--- config.mk ---
export PLATFORM = sky130hd
export DESIGN_NAME = pgr_ctrl
export DESIGN_NICKNAME = d
export VERILOG_FILES = /design/src/rtl/pgr_pkg.sv /design/src/rtl/pgr_sync.sv /design/src/rtl/pgr_ctrl.sv
export VERILOG_INCLUDE_DIRS = /design/src /design/src/rtl
export SDC_FILE = /design/constraint.sdc
export NUM_CORES = 1
export LEC_CHECK = 0
export BUFFER_PORTS_ARGS = -buffer_cell sky130_fd_sc_hd__buf_2
export CORE_ASPECT_RATIO = 1.75
export CORE_MARGIN = 8
export CORE_UTILIZATION = 40
export DETAILED_ROUTE_END_ITERATION = 7
export PLACE_DENSITY = 0.62
export SLEW_MARGIN = 30
export SYNTH_ARGS = -nofsm -noshare
export SYNTH_HDL_FRONTEND = slang
export SYNTH_SLANG_ARGS = --single-unit
--- constraint.sdc ---
create_clock -name ref_clk_in -period 1.9 [get_ports ref_clk_in]
set_input_delay 0.475 -clock ref_clk_in [delete_from_list [all_inputs] [get_ports ref_clk_in]]
set_output_delay 0.475 -clock ref_clk_in [all_outputs]
set_load 0.01 [all_outputs]
--- src/rtl/pgr_regs.svh ---
/*
  Timing constants, counter width and synchroniser settings for the power-good reset and standby control block.
  Assumes a 100 MHz reference clock; included by bare name.
*/
`ifndef PGR_REGS_SVH
`define PGR_REGS_SVH

// Reference clock period in picoseconds
`define PGR_CLK_PERIOD_PS 10000
// Least low time of supply-ok before the response, in ns
`define PGR_LOW_MIN_NS 4000
// Least high time of supply-ok before it counts as asserted, in ns
`define PGR_HIGH_MIN_NS 625
// Least low time in cycles, rounded up
`define PGR_LOW_MIN_CYC ((`PGR_LOW_MIN_NS * 1000 + `PGR_CLK_PERIOD_PS - 1) / `PGR_CLK_PERIOD_PS)
// Least high time in cycles, rounded up
`define PGR_HIGH_MIN_CYC ((`PGR_HIGH_MIN_NS * 1000 + `PGR_CLK_PERIOD_PS - 1) / `PGR_CLK_PERIOD_PS)
// Filter counter width
`define PGR_CNT_W 10
// Synchroniser depth
`define PGR_SYNC_STAGES 2
// Reset value of synchronised inputs
`define PGR_SYNC_RST 1'b0

`endif

--- src/rtl/pgr_pkg.sv ---
/*
  Types for the power-good reset and standby control block.
  Assumes nothing beyond a SystemVerilog compiler.
*/
package pgr_pkg;

  // Sequencer states, one-hot
  typedef enum logic [4:0] {
    PGR_RESET = 5'h01,
    PGR_RUN   = 5'h02,
    PGR_PARK  = 5'h04,
    PGR_CLEAR = 5'h08,
    PGR_HOLD  = 5'h10
  } pgr_state_t;

endpackage

--- src/rtl/pgr_sync.sv ---
/*
  Multi-stage level synchroniser for one asynchronous input.
  Assumes the input is a slowly changing level.
*/
`timescale 1ns/1ps
`include "pgr_regs.svh"

module pgr_sync (
  // Clock and reset
  input wire logic ref_clk_in,
  input wire logic rst_n_in,
  // Level in and out
  input wire logic async_in,
  output logic sync_out
);

  logic [`PGR_SYNC_STAGES-1:0] chain_r;

  // Shift chain; only the last stage is read outside
  always_ff @(posedge ref_clk_in or negedge rst_n_in) begin
    if (!rst_n_in) begin
      chain_r <= {`PGR_SYNC_STAGES{`PGR_SYNC_RST}};
    end else begin
      chain_r <= {chain_r[`PGR_SYNC_STAGES-2:0], async_in};
    end
  end

  assign sync_out = chain_r[`PGR_SYNC_STAGES-1];

endmodule

--- src/rtl/pgr_ctrl.sv ---
/*
  Power-good filter, park-and-reset sequencer and standby mode control.
  Assumes supply-ok, power-on-sense and standby inputs are asynchronous levels
  and that the park sequence is run elsewhere and reports its completion.
*/
`timescale 1ns/1ps
`include "pgr_regs.svh"

module pgr_ctrl
  import pgr_pkg::*;
(
  // Clock and reset
  input wire logic ref_clk_in,
  input wire logic rst_n_in,
  // Supply monitor
  input wire logic supply_ok_in,
  input wire logic power_on_sense_in,
  // Host mode control
  input wire logic standby_ctrl_in,
  // Park handshake with the mirror driver
  input wire logic park_done_in,
  output logic park_req_out,
  // Controller status
  output logic ctrl_reset_out,
  output logic active_mode_out
);

  logic ok_s;
  logic pos_s;
  logic stby_s;
  logic [`PGR_CNT_W-1:0] low_cnt_r;
  logic [`PGR_CNT_W-1:0] high_cnt_r;
  logic [`PGR_CNT_W-1:0] low_cnt_nxt;
  logic [`PGR_CNT_W-1:0] high_cnt_nxt;
  pgr_state_t state_r;
  pgr_state_t state_nxt;
  logic park_req_r;
  logic ctrl_reset_r;
  logic active_r;

  // Synchronisers for all asynchronous inputs
  pgr_sync u_sync_ok (
    .ref_clk_in(ref_clk_in),
    .rst_n_in(rst_n_in),
    .async_in(supply_ok_in),
    .sync_out(ok_s)
  );
  pgr_sync u_sync_pos (
    .ref_clk_in(ref_clk_in),
    .rst_n_in(rst_n_in),
    .async_in(power_on_sense_in),
    .sync_out(pos_s)
  );
  pgr_sync u_sync_stby (
    .ref_clk_in(ref_clk_in),
    .rst_n_in(rst_n_in),
    .async_in(standby_ctrl_in),
    .sync_out(stby_s)
  );

  // Saturating counters of continuous low and high time
  localparam logic [`PGR_CNT_W-1:0] LOW_LIM = `PGR_CNT_W'(`PGR_LOW_MIN_CYC);
  localparam logic [`PGR_CNT_W-1:0] HIGH_LIM = `PGR_CNT_W'(`PGR_HIGH_MIN_CYC);
  localparam logic [`PGR_CNT_W-1:0] CNT_ONE = `PGR_CNT_W'(1);
  localparam logic [`PGR_CNT_W-1:0] CNT_ZERO = `PGR_CNT_W'(0);

  wire low_full = (low_cnt_r >= LOW_LIM);
  wire high_full = (high_cnt_r >= HIGH_LIM);
  // Low pulse shorter than the limit never reaches low_full
  wire supply_lost = low_full;
  // Power-on sense low means supplies are already below minimum
  wire supply_dead = !pos_s;
  wire supply_good = high_full && pos_s;

  assign low_cnt_nxt = ok_s ? CNT_ZERO : (low_full ? low_cnt_r : low_cnt_r + CNT_ONE);
  assign high_cnt_nxt = !ok_s ? CNT_ZERO : (high_full ? high_cnt_r : high_cnt_r + CNT_ONE);

  always_ff @(posedge ref_clk_in or negedge rst_n_in) begin
    if (!rst_n_in) begin
      low_cnt_r <= CNT_ZERO;
      high_cnt_r <= CNT_ZERO;
    end else begin
      low_cnt_r <= low_cnt_nxt;
      high_cnt_r <= high_cnt_nxt;
    end
  end

  // Sequencer next state
  always_comb begin
    state_nxt = state_r;
    unique case (state_r)
      PGR_RESET: begin
        if (supply_good) begin
          state_nxt = PGR_RUN;
        end
      end
      PGR_RUN: begin
        if (supply_dead) begin
          state_nxt = PGR_CLEAR;
        end else if (supply_lost) begin
          state_nxt = PGR_PARK;
        end
      end
      PGR_PARK: begin
        if (park_done_in || supply_dead) begin
          state_nxt = PGR_CLEAR;
        end
      end
      PGR_CLEAR: begin
        state_nxt = PGR_HOLD;
      end
      PGR_HOLD: begin
        if (supply_good) begin
          state_nxt = PGR_RUN;
        end
      end
      default: begin
        state_nxt = PGR_RESET;
      end
    endcase
  end

  // Registered outputs
  wire park_req_nxt = (state_nxt == PGR_PARK);
  wire ctrl_reset_nxt = (state_nxt != PGR_RUN) && (state_nxt != PGR_PARK);
  wire active_nxt = (state_nxt == PGR_RUN) && stby_s;

  always_ff @(posedge ref_clk_in or negedge rst_n_in) begin
    if (!rst_n_in) begin
      state_r <= PGR_RESET;
      park_req_r <= 1'b0;
      ctrl_reset_r <= 1'b1;
      active_r <= 1'b0;
    end else begin
      state_r <= state_nxt;
      park_req_r <= park_req_nxt;
      ctrl_reset_r <= ctrl_reset_nxt;
      active_r <= active_nxt;
    end
  end

  assign park_req_out = park_req_r;
  assign ctrl_reset_out = ctrl_reset_r;
  assign active_mode_out = active_r;

endmodule

-- After elaboration in Yosys (flattened, before gate mapping)
Cells that the tools add are included.
- register bits: 34
- output and inout bits: 3
- word-level logic and storage cells: 39
- $add $sub $neg: 2
- order comparisons: 2
- equality and inequality tests: 11
- mux-type cells: 9
- reduce and logical (&&, ||, !) cells: 6
- operators by type and width (kind ; number):
    10-bit two-way mux ; 4
    10-bit by 1-bit adder with 10-bit output (second input constant) ; 2
    5-bit two-way mux ; 4
    5-bit case mux with 4 select lines ; 1
    5-bit by 2-bit equality test with 1-bit output (second input constant) ; 2
    5-bit by 3-bit equality test with 1-bit output (second input constant) ; 2
    10-bit by 6-bit greater-or-equal comparator with 1-bit output (second input constant) ; 1
    10-bit by 9-bit greater-or-equal comparator with 1-bit output (second input constant) ; 1
    5-bit by 1-bit equality test with 1-bit output (second input constant) ; 1
    5-bit by 4-bit equality test with 1-bit output (second input constant) ; 1
    5-bit equality test (second input constant) ; 1
    5-bit by 2-bit inequality test with 1-bit output (second input constant) ; 1
    5-bit by 3-bit inequality test with 1-bit output (second input constant) ; 1
    1-bit logical AND ; 3
    2-bit by 1-bit inequality test with 1-bit output (second input constant) ; 1
    2-bit inequality test (second input constant) ; 1
    2-bit OR reduction ; 1
    1-bit logical NOT ; 1
    1-bit logical OR ; 1

-- Depth between registers and ports, before layout
- word-level depth: 6
- gate-level depth with buffers: 6
- gate-level depth less buffers: 5

-- Cells and area by module
A second synthesis with hierarchy kept.
- cell total of the unflattened synthesis: 144
- area, all modules: 1567.8 um^2
- by module, submodules not included (module ; times used ; cells an instance ; area each (um^2) ; seq. area each (um^2)):
    pgr_ctrl ; 1 ; 138 ; 1417.6 ; 703.2
    pgr_sync ; 3 ; 2 ; 50.0 ; 50.0

-- Worst setup path after synthesis
No wires, ideal clock.
- path type: flip-flop to flip-flop
- start: reg high_cnt_r[9]
- end: reg active_r, in the netlist active_mode_out
- arrival time: 1.302 ns
- required time: 1.781 ns
- slack: 0.479 ns
- stages on the path, launching flop included: 6
- path buffers: 1
- clock period less this slack: 1.421 ns
- cells stage by stage: dfrtp_1 nor4_4 o21ai_2 buf_6 a22o_2 and2_1
- word-level cells in the longest chain between the ends: 6
- RTL lines (what ; RTL line ; source):
    from (decl) ; pgr_ctrl.sv:32 ; logic [`PGR_CNT_W-1:0] high_cnt_r;
    from (signal assigned) ; pgr_ctrl.sv:84 ; high_cnt_r <= high_cnt_nxt;
    10-bit by 6-bit greater-or-equal comparator with 1-bit output ; pgr_ctrl.sv:68 ; wire high_full = (high_cnt_r >= HIGH_LIM);
    1-bit logical AND ; pgr_ctrl.sv:73 ; wire supply_good = high_full && pos_s;
    5-bit two-way mux ; pgr_ctrl.sv:93, pgr_ctrl.sv:113 ;
    5-bit case mux with 4 select lines ; pgr_ctrl.sv:91 ; unique case (state_r)
    named net state_nxt[1] ; pgr_ctrl.sv:36 ; pgr_state_t state_nxt;
    5-bit by 2-bit equality test with 1-bit output ; pgr_ctrl.sv:126 ; wire active_nxt = (state_nxt == PGR_RUN) && stby_s;
    1-bit logical AND ; pgr_ctrl.sv:126 ;
    named net active_nxt ; pgr_ctrl.sv:126 ;
    to (signal assigned) ; pgr_ctrl.sv:138 ; active_r <= active_nxt;
    to (decl) ; pgr_ctrl.sv:39 ; logic active_r;
The timed path passes the listed nets, and every way through them passes these cells.
A chain may end at the register's enable or synchronous reset.

-- Worst setup path in the final report
- start: reg high_cnt_r[9]
- end: reg high_cnt_r[3]
- word-level cells in the longest chain between the ends: 2
- RTL lines (what ; RTL line):
    10-bit by 6-bit greater-or-equal comparator with 1-bit output ; pgr_ctrl.sv:68
    2-bit inequality test (no source line) ; -
Every way passes these cells.

==> flow_summary.json <==
{
  "cts_tree": "yes",
  "tightest_slew_ps": 741,
  "cts.sinks": 34,
  "fp.dieArea_um2": 6260,
  "port_buffers": 8,
  "syn_inst": 136,
  "postCtsSetupRepairBufs": 0,
  "antenna_found_initial": 0,
  "cp.required_ps": 2100,
  "clockBufferDepth": 2,
  "antenna_cells": 0,
  "cp-end-kind": "register",
  "fp.dieH_um": 98.9,
  "cts_root_buffer": "clkbuf_8",
  "grt-ovfl-total": 0,
  "fill_cells": 366,
  "htree_levels": 2,
  "grt_max_degree": 35,
  "cp_max_fo": 11,
  "drtIter0Drc": 24,
  "yosys_warnings": 0,
  "clkLatencyLatePin_ps": 280,
  "worst_hold_path_type": "input port to async pin",
  "synth-edff-count": 0,
  "rsz0062_at_grt": "no",
  "place_inst": 190,
  "dr_total_vias": 1055,
  "grt_pass1_vias": 1088,
  "post-route-util_pct": 46.2,
  "core_region_area_um2": 3830,
  "max_stage_delay_ps": 400,
  "powerDensity_nw_per_um2": 804,
  "nNetsFinal": 158,
  "power_mw": 1.42,
  "hold_viol": 0,
  "fmax_mhz": 634,
  "fp.dieW_um": 63.3,
  "grt_pass1_wl_um": 4740,
  "async_reset_ff_share_pct": 100,
  "drt-total-wl_um": 2650,
  "finalSetupViolCount": 0,
  "ys_ff_latch": 34,
  "num_io_pins": 9,
  "regArea_um2": 853,
  "hold_buffers": 0,
  "ys_seq_area_share_pct": 54.4,
  "slew-limit-headroom_pct": 50.6,
  "p_leak_nw": 0.730,
  "place_hpwl_um": 1910,
  "fin_tns_setup_ps": 0,
  "initial_utilization_pct": 41.0,
  "netlist_area_um2": 1570,
  "drc": 0,
  "status": "finished, final reports clean",
  "finalCritPeriodShare_pct": 83.0,
  "postSynthAreaPerCell_um2": 11.5,
  "rows": 30,
  "finalMaxSlewViolations": 0,
  "irDropWorstVdd_uv": 653,
  "gp_congestion": 0.798,
  "vias_per_cell": 5.33,
  "clk_pin_slew_worst_paths_ps": 70,
  "ant_nets": 0,
  "wl_per_cell_um": 13.4,
  "max-cap-violations": 0,
  "cts_resized": 0,
  "dr.pass1.iters": 4,
  "drive_gt1_share_pct": 18.0,
  "holdWs_ps": 254,
  "path_cells": "nor4_4, o21ai_2, or3_1, a21boi_0",
  "ys.flop_type": "dfrtp_1",
  "fin_crit_ps": 1580,
  "syn2layout_area_growth_pct": 12.7,
  "ys_types": 40,
  "track_usage_pct": 9.42,
  "stdcell_count": 198,
  "multi_input_area_um2": 678,
  "critPathKind": "register to register",
  "syn-num-nets": 145,
  "critPathSlowestCell": "dfrtp_1",
  "startpoint_type": "register",
  "critPathArrivalTime_ps": 1780,
  "cts_buffers": 5,
  "fin_skew_ps": 5.00
}
## cell type report
cell class                 count  share of cell area [%]
sequential                    34                    48.3
multi-input combinational     94                    38.4
clock buffer                   8                    6.23
tap                           48                    3.40
timing repair buffer           9                    2.69
inverter                       5                    1.06
## power breakdown
part	internal, mW	total, mW	switching (mW)
Clock	0.366	0.609	0.243
Combinational	0.0224	0.0553	0.0329
Sequential	0.741	0.758	0.0173
Total	1.13	1.42	0.293
## cell usage after synthesis (all sizes together), types with 2 or more instances
cell / number / area (um2)
nor4: 4 / 55.1
clkbuf: 2 / 7.51
and2: 7 / 43.8
nand2b: 4 / 25.0
nand2: 6 / 22.5
nor2: 14 / 52.6
o21ai: 4 / 23.8
dfrtp: 32 / 801
nor2b: 2 / 12.5
inv: 5 / 18.8
a21oi: 9 / 45.0
nand3b: 2 / 15.0
o41ai: 2 / 17.5
ha: 3 / 37.5
xnor2: 7 / 61.3
nand4: 2 / 12.5
nor3: 3 / 15.0
dfstp: 2 / 52.6
nand3: 7 / 35.0
## flip-flops by register name, summed over array words and instances, names as in the netlist
signal	cells
low_cnt_r	10
high_cnt_r	10
state_r	5
u_sync_ok.chain_r	2
u_sync_stby.chain_r	2
u_sync_pos.chain_r	2
ctrl_reset_out	1
active_mode_out	1
park_req_out	1
## worst max-delay path: cells and delay by family (launching register included)
kind	cells	cell delay, ps
AND/OR/NAND/NOR	2	720
AO/OA/AOI/OAI	2	380
flip-flops	1	400
## cell families after synthesis
kind of cell	after synthesis	synth area share, %
and+or+nand+nor	59	24.0
DFF	34	54.4
AOI/OAI and AO/OA	23	11.7
xor gates and xnor gates	8	4.47
buffers and inverters	8	2.39
adders and majority gates	3	2.39
muxes	1	0.638
## cell usage in the layout, fill, tap and decap left out, types with 2 or more instances in the layout
cell type  count
nand2b_1       4
and2_1         7
nor4_4         2
nor2_1        14
clkbuf_8       8
nor3_1         3
xnor2_1        7
nor4_1         2
nand3b_1       2
a21oi_1        9
nor2b_1        2
dfstp_2        2
o41ai_1        2
dfrtp_1       32
inv_1          5
ha_1           3
buf_2          8
o21ai_0        3
nand3_1        7
nand2_1        6
nand4_1        2
## metal layers
layer / vias up / routed length (um) / track usage [%]
met3: 6 / 114 / 3.30
met5: - / 0 / 0
met1: 517 / 1110 / 9.64
met4: 0 / 68 / 6.04
met2: 22 / 1350 / 15.8
li1: 510 / - / -
## path summary, 6_finish.rpt
kind	start	end	slack, ps	cells after the start
worst max register to register	high_cnt_r[9]	high_cnt_r[3]	320	4
max in group asynchronous	rst_n_in	u_sync_stby.chain_r[0]	1170	1
worst max-delay path	high_cnt_r[9]	high_cnt_r[3]	320	4
worst min register to register	u_sync_ok.chain_r[0]	u_sync_ok.chain_r[1]	350	0
min in group ref_clk_in	power_on_sense_in	u_sync_pos.chain_r[0]	300	1
worst min-delay path	rst_n_in	low_cnt_r[5]	250	1
## through the flow
| stage | setup WS [ps] | area (um2) |
|---|---|---|
| global placement | 389 | 1660 |
| global route | 219 | 1770 |
| floorplan | 479 | 1570 |
| CTS | 309 | 1770 |
| detailed placement | 327 | 1660 |
| finish | 323 | 1770 |
No activity file was read; power rests on OpenSTA's default activity.
